--- src/common/cm_pkg.sv ---
package cm_pkg;

	// ----------------------------------------
	// register offsets
	// ----------------------------------------
	localparam logic [7:0] ADDR_CFG0 = 8'h00;
	localparam logic [7:0] ADDR_PIN_CFG1 = 8'h10;
	localparam logic [7:0] ADDR_DIG_MASK = 8'h35;
	localparam logic [7:0] ADDR_LIMITS = 8'h78;
	localparam logic [7:0] ADDR_VALUE = 8'h97;
	localparam logic [7:0] ADDR_DIG_STATUS = 8'hBE;

	// ----------------------------------------
	// field positions and reset values
	// ----------------------------------------
	localparam int TABLE_SEL_BIT = 6;
	localparam int MON_EN_BIT = 7;
	localparam int MISMATCH_BIT = 6;
	localparam int LINE6 = 6;
	localparam logic [7:0] CFG0_RST = 8'h00;
	localparam logic [7:0] PIN_CFG1_RST = 8'h00;
	localparam logic [7:0] DIG_MASK_RST = 8'h00;
	localparam logic [7:0] LIMITS_RST = 8'h00;

	// ----------------------------------------
	// timing, clock is 10 MHz
	// ----------------------------------------
	localparam int CLK_MHZ = 10;
	localparam int SAMPLE_US = 11;
	localparam int STABLE_US = 55;
	localparam int SAMPLE_CYCLES = SAMPLE_US * CLK_MHZ;
	localparam logic [6:0] SAMPLE_LAST = 7'(SAMPLE_CYCLES - 1);
	localparam logic [2:0] STABLE_SAMPLES = 3'(STABLE_US / SAMPLE_US);

	// ----------------------------------------
	// voltages in units of 1.25 mV
	// ----------------------------------------
	localparam int VOLT_W = 12;
	// 6.25 mV on line 0, doubling per line up to 400 mV on line 6
	localparam logic [6:0][9:0] EXT_WEIGHT = {10'h140, 10'h0A0, 10'h050, 10'h028,
		10'h014, 10'h00A, 10'h005};
	// 400/200/100/60/25 mV on lines 4..0, 12.5 mV on line 5, line 6 unused
	localparam logic [6:0][9:0] LEG_WEIGHT = {10'h000, 10'h00A, 10'h140, 10'h0A0,
		10'h050, 10'h030, 10'h014};
	// valid decoded range 0.8375 V to 1.6 V
	localparam logic [11:0] CODE_MIN_U = 12'h29E;
	localparam logic [11:0] CODE_MAX_U = 12'h500;
	// rail lsb: 12.5 mV while monitoring, 6.25 mV otherwise
	localparam logic [11:0] RAIL_UNIT_MON = 12'h00A;
	localparam logic [11:0] RAIL_UNIT_NORM = 12'h005;
	// limit steps: high 25 mV, low 12.5 mV
	localparam logic [11:0] HIGH_STEP = 12'h014;
	localparam logic [11:0] LOW_STEP = 12'h00A;

	// ----------------------------------------
	// carriers and state
	// ----------------------------------------
	typedef struct packed {
		logic rd;
		logic wr;
		logic [7:0] addr;
		logic [7:0] wdata;
	} cm_reg_req_t;

	typedef struct packed {
		logic [11:0] volt;
	} cm_dec_state_t;

	typedef struct packed {
		logic [7:0] cfg0;
		logic [7:0] pin_cfg1;
		logic [7:0] mask;
		logic [7:0] limits;
		logic [6:0] value;
		logic [6:0] sample_cnt;
		logic [2:0] stable_cnt;
		logic [7:0] rail;
		logic fault;
		logic status;
		logic [7:0] rdata;
		logic alert_oe;
		logic pin_mode;
	} cm_state_t;

endpackage

--- src/hw/cm_code_decode.sv ---
`timescale 1ns/1ps

module cm_code_decode (
	input wire logic clk_in,
	input wire logic rst_in,
	input wire logic [6:0] code_in,
	input wire logic ext_sel_in,
	output logic [11:0] volt_out
);

	cm_pkg::cm_dec_state_t st;
	cm_pkg::cm_dec_state_t next_st;
	logic [11:0] sum;

	// weighted sum below the top of range, then clamped to the valid span
	always_comb begin
		sum = 12'h000;
		for (int i = 0; i < 7; i++) begin
			if (code_in[i]) begin
				if (ext_sel_in) begin
					sum = sum + {2'b00, cm_pkg::EXT_WEIGHT[i]};
				end else begin
					sum = sum + {2'b00, cm_pkg::LEG_WEIGHT[i]};
				end
			end
		end
		next_st.volt = cm_pkg::CODE_MAX_U - sum;
		if (next_st.volt < cm_pkg::CODE_MIN_U) begin
			next_st.volt = cm_pkg::CODE_MIN_U;
		end
	end

	always_ff @(posedge clk_in) begin
		if (rst_in) begin
			st <= '0;
		end else begin
			st <= next_st;
		end
	end

	assign volt_out = st.volt;
endmodule

--- src/hw/cm_monitor.sv ---
`timescale 1ns/1ps

// What this block does
// monitoring runs only while pin config 1 bit 7 is one.
// enabling switches all seven shared pins to code inputs together.
// value register holds sampled code, bit n copying code line n.
// legacy table by default, extended table when config 0 bit 6 set.
// in legacy mode code line 6 is reported as zero.
// extended weights run binary from 400 mV down to 6.25 mV.
// legacy weights 400/200/100/60/25 mV lines 4..0, 12.5 mV line 5.
// only core rail 1 is compared; its lsb becomes 12.5 mV.
// code lines sampled every 11 us, value register updated each sample.
// comparison starts only after code unchanged for 55 us.
// stable code decoded with the currently selected table.
// limit register: high nibble 25 mV steps, low nibble 12.5 mV steps.
// mismatch if rail above value plus high, or at/below value minus low.
// host keeps the low limit at one or more to avoid constant alert.
// mismatch sets digital status bit 6, which drives alert unless masked.
// status read clears the bit and alert only when back in window.
// valid codes mean core voltages from 0.8375 V to 1.6 V.
// a set status bit stays set until read and the fault ended.
// a mask bit blocks alert but the status bit still sets.
// alert stays asserted while the fault lasts and until read.
// full code to voltage decode covers both tables.
// any code change restarts stability; no evaluation while changing.
module cm_monitor (
	input wire logic clk_in,
	input wire logic rst_in,
	input wire logic [6:0] code_lines_in,
	input wire logic [7:0] rail_code_in,
	input wire logic rail_valid_in,
	input cm_pkg::cm_reg_req_t reg_req_in,
	output logic [7:0] reg_rdata_out,
	output logic code_input_mode_out,
	output logic alert_n_out,
	output logic alert_oe_out
);

	// ----------------------------------------
	// state and decode
	// ----------------------------------------
	cm_pkg::cm_state_t st;
	cm_pkg::cm_state_t next_st;

	logic enable;
	logic ext_sel;
	logic tick;
	logic stable_now;
	logic code_change;
	logic read_status;
	logic mismatch;
	logic [6:0] sampled;
	logic [11:0] decoded;
	logic [11:0] rail_unit;
	logic [11:0] rail_u;
	logic [11:0] win_high;
	logic [11:0] win_low;

	assign enable = st.pin_cfg1[cm_pkg::MON_EN_BIT];
	assign ext_sel = st.cfg0[cm_pkg::TABLE_SEL_BIT];
	assign tick = (st.sample_cnt == cm_pkg::SAMPLE_LAST);
	assign stable_now = (st.stable_cnt == cm_pkg::STABLE_SAMPLES);
	assign read_status = reg_req_in.rd && (reg_req_in.addr == cm_pkg::ADDR_DIG_STATUS);

	// decode always follows the live table select, so a table change is
	// seen within one cycle of the next comparison
	cm_code_decode u_decode (
		.clk_in(clk_in),
		.rst_in(rst_in),
		.code_in(st.value),
		.ext_sel_in(ext_sel),
		.volt_out(decoded)
	);

	// ----------------------------------------
	// code sampling
	// ----------------------------------------
	always_comb begin
		sampled = code_lines_in;
		if (!ext_sel) begin
			sampled[cm_pkg::LINE6] = 1'b0;
		end
	end

	assign code_change = enable && tick && (sampled != st.value);

	// ----------------------------------------
	// window compare
	// ----------------------------------------
	// rail scale doubles while monitoring so the code fits one byte of rail
	assign rail_unit = enable ? cm_pkg::RAIL_UNIT_MON : cm_pkg::RAIL_UNIT_NORM;
	assign rail_u = 12'({4'h0, st.rail} * rail_unit);
	assign win_high = decoded + 12'({8'h00, st.limits[7:4]} * cm_pkg::HIGH_STEP);
	assign win_low = decoded - 12'({8'h00, st.limits[3:0]} * cm_pkg::LOW_STEP);
	// decoded never falls below 670 units, so win_low cannot wrap
	assign mismatch = (rail_u > win_high) || (rail_u <= win_low);

	// ----------------------------------------
	// next state
	// ----------------------------------------
	always_comb begin
		next_st = st;

		// register writes
		if (reg_req_in.wr) begin
			case (reg_req_in.addr)
				cm_pkg::ADDR_CFG0: begin
					next_st.cfg0 = reg_req_in.wdata;
				end
				cm_pkg::ADDR_PIN_CFG1: begin
					next_st.pin_cfg1 = reg_req_in.wdata;
				end
				cm_pkg::ADDR_DIG_MASK: begin
					next_st.mask = reg_req_in.wdata;
				end
				cm_pkg::ADDR_LIMITS: begin
					next_st.limits = reg_req_in.wdata;
				end
				default: begin
					next_st.cfg0 = st.cfg0;
				end
			endcase
		end

		// register reads, answered one cycle after the strobe
		if (reg_req_in.rd) begin
			case (reg_req_in.addr)
				cm_pkg::ADDR_CFG0: begin
					next_st.rdata = st.cfg0;
				end
				cm_pkg::ADDR_PIN_CFG1: begin
					next_st.rdata = st.pin_cfg1;
				end
				cm_pkg::ADDR_DIG_MASK: begin
					next_st.rdata = st.mask;
				end
				cm_pkg::ADDR_LIMITS: begin
					next_st.rdata = st.limits;
				end
				cm_pkg::ADDR_VALUE: begin
					next_st.rdata = {1'b0, st.value};
				end
				cm_pkg::ADDR_DIG_STATUS: begin
					next_st.rdata = {1'b0, st.status, 6'h00};
				end
				default: begin
					next_st.rdata = 8'h00;
				end
			endcase
		end

		// free running 11 us sample divider
		if (tick) begin
			next_st.sample_cnt = 7'h00;
		end else begin
			next_st.sample_cnt = st.sample_cnt + 7'h01;
		end

		if (!enable) begin
			next_st.value = 7'h00;
			next_st.stable_cnt = 3'h0;
			next_st.fault = 1'b0;
		end else begin
			if (tick) begin
				next_st.value = sampled;
				if (code_change) begin
					next_st.stable_cnt = 3'h0;
				end else if (!stable_now) begin
					next_st.stable_cnt = st.stable_cnt + 3'h1;
				end
			end
			// fault level only moves once the code has settled
			if (stable_now && !code_change) begin
				next_st.fault = mismatch;
			end
		end

		// rail 1 sample from the converter
		if (rail_valid_in) begin
			next_st.rail = rail_code_in;
		end

		// sticky status: a live fault wins over a clearing read
		next_st.status = st.fault || (st.status && !read_status);

		// the host is trusted to keep the low limit nonzero
		next_st.alert_oe = next_st.status && !next_st.mask[cm_pkg::MISMATCH_BIT];
		next_st.pin_mode = next_st.pin_cfg1[cm_pkg::MON_EN_BIT];
	end

	// ----------------------------------------
	// registers
	// ----------------------------------------
	always_ff @(posedge clk_in) begin
		if (rst_in) begin
			st <= '0;
			st.cfg0 <= cm_pkg::CFG0_RST;
			st.pin_cfg1 <= cm_pkg::PIN_CFG1_RST;
			st.mask <= cm_pkg::DIG_MASK_RST;
			st.limits <= cm_pkg::LIMITS_RST;
		end else begin
			st <= next_st;
		end
	end

	// ----------------------------------------
	// outputs
	// ----------------------------------------
	// alert is open drain: the level is always low, only the enable moves
	assign reg_rdata_out = st.rdata;
	assign code_input_mode_out = st.pin_mode;
	assign alert_oe_out = st.alert_oe;
	assign alert_n_out = 1'b0;

	// ----------------------------------------
	// checking helpers
	// ----------------------------------------
	logic [9:0] chg_age;
	logic chg_seen;

	always_ff @(posedge clk_in) begin
		if (rst_in) begin
			chg_age <= 10'h000;
			chg_seen <= 1'b0;
		end else begin
			if (code_change) begin
				chg_age <= 10'h000;
				chg_seen <= 1'b1;
			end else if (chg_age != 10'h3FF) begin
				chg_age <= chg_age + 10'h001;
			end
			if (!enable) begin
				chg_seen <= 1'b0;
			end
		end
	end
endmodule

--- config.mk ---
export PLATFORM = sky130hd
export DESIGN_NAME = cm_monitor
export DESIGN_NICKNAME = d
export VERILOG_FILES = /design/src/common/cm_pkg.sv /design/src/hw/cm_code_decode.sv /design/src/hw/cm_monitor.sv
export SDC_FILE = /design/constraint.sdc
export NUM_CORES = 1
export LEC_CHECK = 0
export ABC_AREA = 1
export BUFFER_PORTS_ARGS = -buffer_cell sky130_fd_sc_hd__buf_2
export CAP_MARGIN = 20
export CELL_PAD_IN_SITES_DETAIL_PLACEMENT = 1
export CELL_PAD_IN_SITES_GLOBAL_PLACEMENT = 1
export CORE_MARGIN = 1.5
export CORE_UTILIZATION = 49
export CTS_CLUSTER_DIAMETER = 60
export DETAILED_ROUTE_END_ITERATION = 8
export GPL_TIMING_DRIVEN = 1
export PLACE_DENSITY = 0.95
export SLEW_MARGIN = 20
export SYNTH_ARGS = -nofsm -noshare
export SYNTH_HDL_FRONTEND = slang
export SYNTH_SLANG_ARGS = --single-unit
--- constraint.sdc ---
create_clock -name clk_in -period 14.4 [get_ports clk_in]
set_clock_uncertainty 0.2 [all_clocks]
set_input_delay 2.88 -clock clk_in [delete_from_list [all_inputs] [get_ports clk_in]]
set_output_delay 2.88 -clock clk_in [all_outputs]
set_load 0.03 [all_outputs]
==> flow_summary.ini, run 1 <==
[synth]
post_synth_instance_area_mm2 = 0.00660
yosys_warnings = 0
synth-async-reset-ratio_pct = 0
ys.flop_type = dfxtp_1
muxShareOfSynthArea_pct = 0
synth.avg_cell_area_um2 = 7.10
yosys_register_bits = 80
synth-compound-area-share_pct = 17.7
synthAdderAreaFrac_pct = 18.8
ys_seq_area_share_pct = 24.3
synthCells = 930
synth_top_family_by_area = simple AND/OR/NAND/NOR gates
synth-xor-area-share_pct = 5.31
synth_enable_flop_cells = 0
synthSimpleGateAreaFrac_pct = 23.5
synth_cell_type_count = 44

[critical_path]
critPathMostFrequentCell = nand2_1
arrival_ns = 6.18
crit_path_top_delay_cell = dfxtp_1
crit_buf_inv = 5
slowest_delay_ns = 0.93
end_kind = register
worstPathRequired_ns = 14.45
crit_fanout = 24
crit_family = simple AND/OR/NAND/NOR gates
worst-path-stages = 35
worstSetupPathType = register to register
worst_r2r_path_depth = 35
cp-start-kind = register

[placement]
placed_area_mm2 = 0.00690
place_congestion = 0.856
numPlacedInstances = 1121
dp_hpwl_mm = 16.2
port_buffers = 45

[die]
core.rowCount = 42
fp.dieW_um = 119
num_io_pins = 47
fp.dieH_um = 119
coreArea_mm2 = 0.0132
die-area_mm2 = 0.0142
start_util_pct = 50.0

[pwr]
p_total_mw = 0.550
peakVddDrop_v = 0.0000454
powerDensity_mw_per_mm2 = 76.2
power.leakage_nw = 3.44

[drt]
ant_nets = 0
wl_mm = 23.6
vias = 6774
drc = 1
routed_via_density = 5.95
drt_iter0_drc = 416
wire_per_inst_um = 20.7
drt_pass1_iterations = 7

[sta]
hold_violations = 0
post-route-min-period_ns = 6.13
slew_headroom_pct = 33.6
timing.final.crit_share_pct = 42.6
setup_viol = 0
whs_ns = 0.270
maxClockFrequency_ghz = 0.163
slew_violations = 0
rsz0062_at_grt = no
setup_tns_ns = 0
tightest_slew_ns = 0.992

[grt]
grt_overflow = 0
antenna_found_initial = 0
grt_pass1_vias = 7214
grt_max_degree = 34
grt_pass1_wl_mm = 35.3
grt_use_total_pct = 31.4

[run]
maxCapViolations = 0

[clocking]
cts_max_level = 3
post_cts_resized = 0
clock_sinks = 80
cts_root_buf = clkbuf_16
clk_transition_reported_paths_ns = 0.08
cts_buffers = 9
clockBufferDepth = 2
cts_hold_buf = 0
cts_tree = done
cts_setup_buffers = 0
clk_latency_ns = 0.37

[worst_hold_path]
worstHoldPathCells = 2
min_path_type = register to register

[layout]
drive_above_1_share_pct = 12.4
antenna_cells = 0
area_growth_pct = 9.37
fin_nets = 1086
fin_cells = 1138
design_area_mm2 = 0.00722

[run_status]
status = complete, but fails checks
violations = DRC
final cells by class:
| class | instances | area (um2) |
|---|---|---|
| Clock buffer | 10 | 239 |
| Timing Repair Buffer | 48 | 268 |
| Sequential cell | 80 | 1600 |
| Fill cell | 1737 | 5970 |
| Multi-Input combinational cell | 682 | 4330 |
| Tap cell | 176 | 220 |
| Clock inverter | 6 | 47.5 |
| Inverter | 136 | 510 |
final timing paths:
| check | from | end | slack, ns |
|---|---|---|---|
| worst min-delay path | st[49] | st[49] | 0.27 |
| worst max-delay path | ext_sel | u_decode.volt_out[8] | 8.27 |
| worst max register to register | ext_sel | u_decode.volt_out[8] | 8.27 |
| worst min register to register | st[49] | st[49] | 0.27 |
logic make-up after synthesis:
logic type / count (synthesis)
compound gates: 207
xor+xnor: 37
other cells: 2
fa+ha+maj: 93
flops: 80
simple gates: 341
buf+inv: 170
report_power, final:
part	switching (mW)	internal (mW)
clock	0.114	0.124
sequential	0.00283	0.224
combinational	0.0523	0.0321
total	0.169	0.381
per-layer routing:
layer	track usage [%]	vias up	wire (um)	share of wire (%)
met5	0	-	0	0
li1	-	3120	-	-
met2	60.0	271	12100	51
met3	5.46	113	1090	4.6
met1	33.4	3270	9050	38
met4	14.2	0	1370	5.8
cell usage in the layout, fill, tap and decap left out, types with 14 or more instances in the layout:
cell type / instances
xnor2_1: 20
dfxtp_1: 80
nor2_1: 65
nand2_1: 158
nand2_2: 14
inv_1: 128
a21oi_1: 95
xor2_1: 15
ha_1: 83
o21ai_0: 66
nand3_1: 49
buf_2: 45
worst register-to-register path, delay by kind of cell, from the launching register on:
kind                       cells  cell delay, ns
DFF                            1            0.93
adders and majority gates      5            1.19
xor gates and xnor gates       1            0.22
and+or+nand+nor               21            2.22
AOI/OAI and AO/OA              3            0.79
buffers and inverters          5            0.43
through the flow:
stage / worst slack, ns / utilization [%]
finish: 8.27 / 54.7
global route: 7.80 / 54.7
CTS: 8.40 / 54.5
detailed placement: 8.58 / 52.3
global placement: 8.85 / 52.3
floorplan: 9.51 / -
registers in the layout, indices dropped and copies added (netlist names):
name,cells
ext_sel,1
u_decode.volt_out,12
reg_rdata_out,8
alert_oe_out,1
enable,1
st,57
synth_stat cells (all sizes together) (11+ instances only):
cell      n  share of area, %
a211oi   11               1.3
a21oi   100               8.1
buf      11               1.3
clkbuf   23               1.3
dfxtp    80                24
ha       83                16
inv     135               7.7
nand2   176                11
nand3    56               4.8
nor2     70               4.2
o21ai    69               5.3
xnor2    20               2.7
xor2     17               2.7
No activity file was read; power rests on OpenSTA's default activity.
==> inputs of run 2 (changes only) <==
- CORE_UTILIZATION: 49 -> 45
- PLACE_DENSITY: 0.95 -> 0.91
- clock period: 14.4 -> 5.7 ns (I/O delays scaled with it)
==> run 2 against run 1 <==
Effect of this change:
- the run now ends clean
- total power rose by 140%
- final area up 0.26%
- hold slack got worse by 0.0066 ns
- combinational power is 140% higher
- clock power rose by 140%
- sequential power grew to 2.5 times the previous value
- critical path type unchanged
- highest routed layer unchanged
==> flow_summary.ini, run 2 (synthesized netlist as in run 1, its figures left out) <==
[run_status]
status = completed

[drt]
wl_mm = 19.1
ant_nets = 0
drc = 0
drt_iter0_drc = 285
routed_via_density = 5.50
vias = 6299
drt_pass1_iterations = 4
wire_per_inst_um = 16.7

[clocking]
clk_latency_ns = 0.35
cts_root_buf = clkbuf_16
cts_buffers = 9
clk_transition_reported_paths_ns = 0.06
clock_sinks = 80
cts_setup_buffers = 0
clockBufferDepth = 2
cts_max_level = 3
cts_tree = done
cts_hold_buf = 0

[die]
die-area_mm2 = 0.0154
coreArea_mm2 = 0.0144
core.rowCount = 44
fp.dieW_um = 124
num_io_pins = 47
fp.dieH_um = 124
start_util_pct = 45.7

[grt]
grt_pass1_wl_mm = 31.7
grt_pass1_vias = 6565
grt_use_total_pct = 26.5
antenna_found_initial = 0
grt_max_degree = 29
grt_overflow = 0

[sta]
hold_violations = 0
post-route-min-period_ns = 5.23
rsz0062_at_grt = no
maxClockFrequency_ghz = 0.191
timing.final.crit_share_pct = 91.8
final.setup.worst_slack_ns = 0.465
slew_headroom_pct = 26.7
tightest_slew_ns = 1.09
slew_violations = 0
setup_viol = 0
setup_tns_ns = 0

[critical_path]
crit_path_top_delay_cell = dfxtp_4
critPathMostFrequentCell = nand2_1
worstPathRequired_ns = 5.78
end_kind = register
ff2ff_setup_slack_ns = 0.47
cp-start-kind = register
slowest_delay_ns = 0.38
crit_fanout = 11
arrival_ns = 5.31
worstSetupPathType = register to register

[worst_hold_path]
min_path_type = register to register

[placement]
dp_hpwl_mm = 14.7
place_ws_ns = 0.363
port_buffers = 45
place_congestion = 0.847

[pwr]
p_seq_share_pct = 42.7
clock_power_share_pct = 42.5
power_switching_mw = 0.388
peakVddDrop_v = 0.000151
power.leakage_nw = 3.43
power_frac_comb_pct = 14.9
intPower_mw = 0.952
powerDensity_mw_per_mm2 = 185
swShare_pct = 29.0

[run]
maxCapViolations = 0

[layout]
largest_reg_flops = 57
fin_nets = 1087
antenna_cells = 0
final_cell_mix = 158 x nand2_1, 128 x inv_1, 93 x a21oi_1, 83 x ha_1, 77 x dfxtp_1
top_register = st
drive_above_1_share_pct = 13.0
final_common_cell = nand2_1
area_growth_pct = 9.65
-- run 2: critical path, delay by kind of cell, from the launching register on --
family / cells / cell delay, ns
AOI/OAI and AO/OA: 3 / 0.45
and+or+nand+nor: 21 / 2.41
adders and majority gates: 5 / 1.26
DFF: 1 / 0.38
buffers and inverters: 5 / 0.45
-- run 2: per-stage QoR --
stage | utilization, % | std cells | total power, mW | cell area, um2 | hold WS, ns
floorplan | - | 932 | 0.720 | 6610 | 0.230
global placement | 48.1 | 1131 | 0.770 | 6940 | 0.240
detailed placement | 48.1 | 1131 | 0.780 | 6940 | 0.250
CTS | 50.1 | 1146 | 1.35 | 7220 | 0.265
global route | 50.2 | 1146 | 1.40 | 7240 | 0.280
finish | 50.2 | 1146 | 1.34 | 7240 | 0.264
-- run 2: power by group through the flow --
stage	registers, mW	clock network, mW	logic [mW]
after detailed placement	0.585	0	0.195
after CTS	0.572	0.577	0.199
after global placement	0.584	0	0.186
final	0.572	0.569	0.199
after global routing	0.573	0.598	0.231
after floorplan	0.583	0	0.137
-- run 2: path summary, 6_finish.rpt --
check,startpoint,to,cells after the start
worst min-delay path,st[47],st[47],2
worst max register to register,ext_sel,u_decode.volt_out[8],34
worst max-delay path,ext_sel,u_decode.volt_out[8],34
worst min register to register,st[47],st[47],2
-- run 2: metal layers --
| layer | track usage, % | wire (um) | part of all wire (%) |
|---|---|---|---|
| met3 | 3.57 | 567 | 3.0 |
| met2 | 48.1 | 9730 | 51 |
| met1 | 31.0 | 8270 | 43 |
| met5 | 0 | 0 | 0 |
| met4 | 11.2 | 529 | 2.8 |
-- run 2: what timing repair did --
action	CTS	global route
endpoints found under the hold margin	0	0
resized for setup	0	6
setup endpoints to repair	0	12
-- run 2: layout make-up --
| type | count | area [um2] |
|---|---|---|
| Inverter | 136 | 510 |
| Timing Repair Buffer | 49 | 255 |
| Clock buffer | 10 | 239 |
| Sequential cell | 80 | 1610 |
| Multi-Input combinational cell | 682 | 4350 |
| Clock inverter | 5 | 40.0 |
| Fill cell | 1906 | 7190 |
| Tap cell | 184 | 230 |
==> inputs of run 3 (changes only) <==
- ABC_AREA: 1 -> unset
- CORE_ASPECT_RATIO: unset -> 0.6
- CORE_UTILIZATION: 45 -> 47
- GPL_TIMING_DRIVEN: 1 -> 0
==> run 3 against run 2 <==
Effect of this change:
- die area fell by 0.33%
- synthesized cell count fell by 12%
- sequential cell count unchanged
- routed wire length up 39%
- critical endpoint is now u_decode.volt_out[6]
- largest cell class unchanged
==> flow_summary.ini, run 3 <==
[placement]
place_ws_ns = -1.08
port_buffers = 42
numPlacedInstances = 1056
place_congestion = 0.889
dp_hpwl_mm = 15.9

[drt]
drt_pass1_iterations = 5
drt_iter0_drc = 693
wl_mm = 26.5
vias = 7031
wire_per_inst_um = 24.0
routed_via_density = 6.36
ant_nets = 0
drc = 0

[clocking]
clk_transition_reported_paths_ns = 0.08
cts_tree = done
clock_sinks = 80
cts_buffers = 9
cts_max_level = 3
clk_latency_ns = 0.36
clockBufferDepth = 2
cts_hold_buf = 0
cts_root_buf = clkbuf_16

[synth]
synthCells = 819
synth-async-reset-ratio_pct = 0
netlist_top_cells_count = 83 x ha_1, 80 x dfxtp_1, 80 x nor2_1
yosys_warnings = 0
yosys_register_bits = 80
post_synth_instance_area_mm2 = 0.00686
ys_seq_area_share_pct = 23.4
synth_enable_flop_cells = 0
synth.avg_cell_area_um2 = 8.37
synth_cell_type_count = 76
ys.flop_type = dfxtp_1
yosys-top-cells-area = dfxtp_1 23%, ha_1 15%, mux2i_1 5.8%, xnor2_1 5.6%, a21oi_1 5.3%
yosys.area.top_type = dfxtp_1
yosysMostFrequentCell = ha_1
netlist.area_leader.share_pct = 23.4

[run]
maxCapViolations = 0

[sta]
timing.final.crit_share_pct = 99.2
final.setup.worst_slack_ns = 0.0480
maxClockFrequency_ghz = 0.177
whs_ns = 0.271
setup_viol = 0
hold_violations = 0
slew_headroom_pct = 22.3
tightest_slew_ns = 1.15
post-route-min-period_ns = 5.65
slew_violations = 0

[grt]
grt_pass1_vias = 6902
antenna_found_initial = 0
grt_pass1_wl_mm = 37.1
grt_max_degree = 17
grt_overflow = 0
grt_use_total_pct = 31.1

[critical_path]
slowest_delay_ns = 0.45
worstPathRequired_ns = 5.74
critPathMostFrequentCell = ha_1
worstSetupPathType = register to register
cp-start-kind = register
end_kind = register
arrival_ns = 5.69
crit_fanout = 8
crit_path_top_delay_cell = dfxtp_4

[pwr]
power.leakage_nw = 3.61
powerDensity_mw_per_mm2 = 174
peakVddDrop_v = 0.000121
p_total_mw = 1.44

[die]
die-area_mm2 = 0.0153
coreArea_mm2 = 0.0140
fp.dieH_um = 96.6
fp.dieW_um = 159
start_util_pct = 49.1
core.rowCount = 33
num_io_pins = 47

[layout]
antenna_cells = 0
fin_cells = 1106
nFillCells = 1685
fin_nets = 1038
drive_above_1_share_pct = 20.6
final_cell_mix = 78 x nor2_1, 77 x dfxtp_1, 75 x ha_1, 68 x a21oi_1, 51 x nand2_1
largest_reg_flops = 57
area_growth_pct = 20.6
final_common_cell = nor2_1
top_register = st
final_core_util_pct = 59.2

[run_status]
status = completed

[worst_hold_path]
min_path_type = register to register
run 3: changes by cell type in the layout (fill, tap and decap cells not counted), sizes merged, moves of 11 or more:
| cell | change |
|---|---|
| a21o | +12 |
| a21oi | -26 |
| a22oi | +14 |
| buf | +45 |
| clkbuf | +26 |
| inv | -87 |
| mux2i | +41 |
| nand2 | -124 |
| nand2b | +14 |
| nand3 | -30 |
| nor2 | +11 |
| nor2b | +15 |
| o21ai | -45 |
| xnor2 | +25 |
run 3: layout make-up:
class	instances	area, um2	area share [%]
clock buffer	9	225	2.72
tap	192	240	2.91
sequential	80	1610	19.5
clock inverter	7	108	1.30
inverter	47	189	2.29
multi-input combinational	650	5190	62.7
buffer	44	235	2.85
timing repair buffer	77	470	5.69
run 3: worst paths after layout:
check	startpoint	cells past startpoint	slack [ns]	end
min	st[48]	2	0.27	st[48]
max reg2reg	ext_sel	26	0.05	u_decode.volt_out[6]
min reg2reg	st[48]	2	0.27	st[48]
max	ext_sel	26	0.05	u_decode.volt_out[6]
run 3: cells by family (layout without fill, tap and decap cells):
| group | after synthesis | after routing | synth area share, % |
|---|---|---|---|
| AOI/OAI and AO/OA | 183 | 184 | 17.8 |
| xor gates and xnor gates | 62 | 62 | 8.36 |
| adders and majority gates | 93 | 93 | 18.1 |
| buffers and inverters | 92 | 184 | 5.75 |
| DFF | 80 | 80 | 23.4 |
| muxes | 51 | 51 | 7.81 |
| other | 2 | 4 | 0.110 |
| and+or+nand+nor | 256 | 256 | 18.8 |
run 3: power breakdown:
group	internal [mW]	switching (mW)	leakage [nW]
Sequential	0.564	0.00691	0.650
Combinational	0.0753	0.103	2.80
Clock	0.394	0.295	0.160
run 3: critical path, delay by kind of cell, from the launching register on:
kind,cells,cell delay (ns)
buf+inv,4,0.34
compound gates,5,0.70
simple gates,10,2.11
xor+xnor,2,0.56
mux,1,0.20
fa+ha+maj,4,0.97
flops,1,0.45
run 3: per-layer routing:
| layer | share of wire, % | global-route usage [%] |
|---|---|---|
| met3 | 8.4 | 8.75 |
| met4 | 5.9 | 14.2 |
| met1 | 41 | 38.4 |
| met2 | 44 | 51.5 |
| met5 | 0 | 0 |
run 3: per-stage QoR:
stage / setup TNS (ns) / instance area (um2)
detailed placement: -11.72 / 7330
global route: -0.548 / 8270
CTS: 0 / 8000
finish: 0 / 8270
floorplan: 0 / 6870
global placement: -9.69 / 7320
run 3: timing repair:
item | 4_1_cts | 5_1_grt
gates resized for setup | 49 | 34
cloned | 1 | 0
pin swaps | 13 | 19
endpoints found under the setup margin | 13 | 13
buffers inserted | 15 | 19
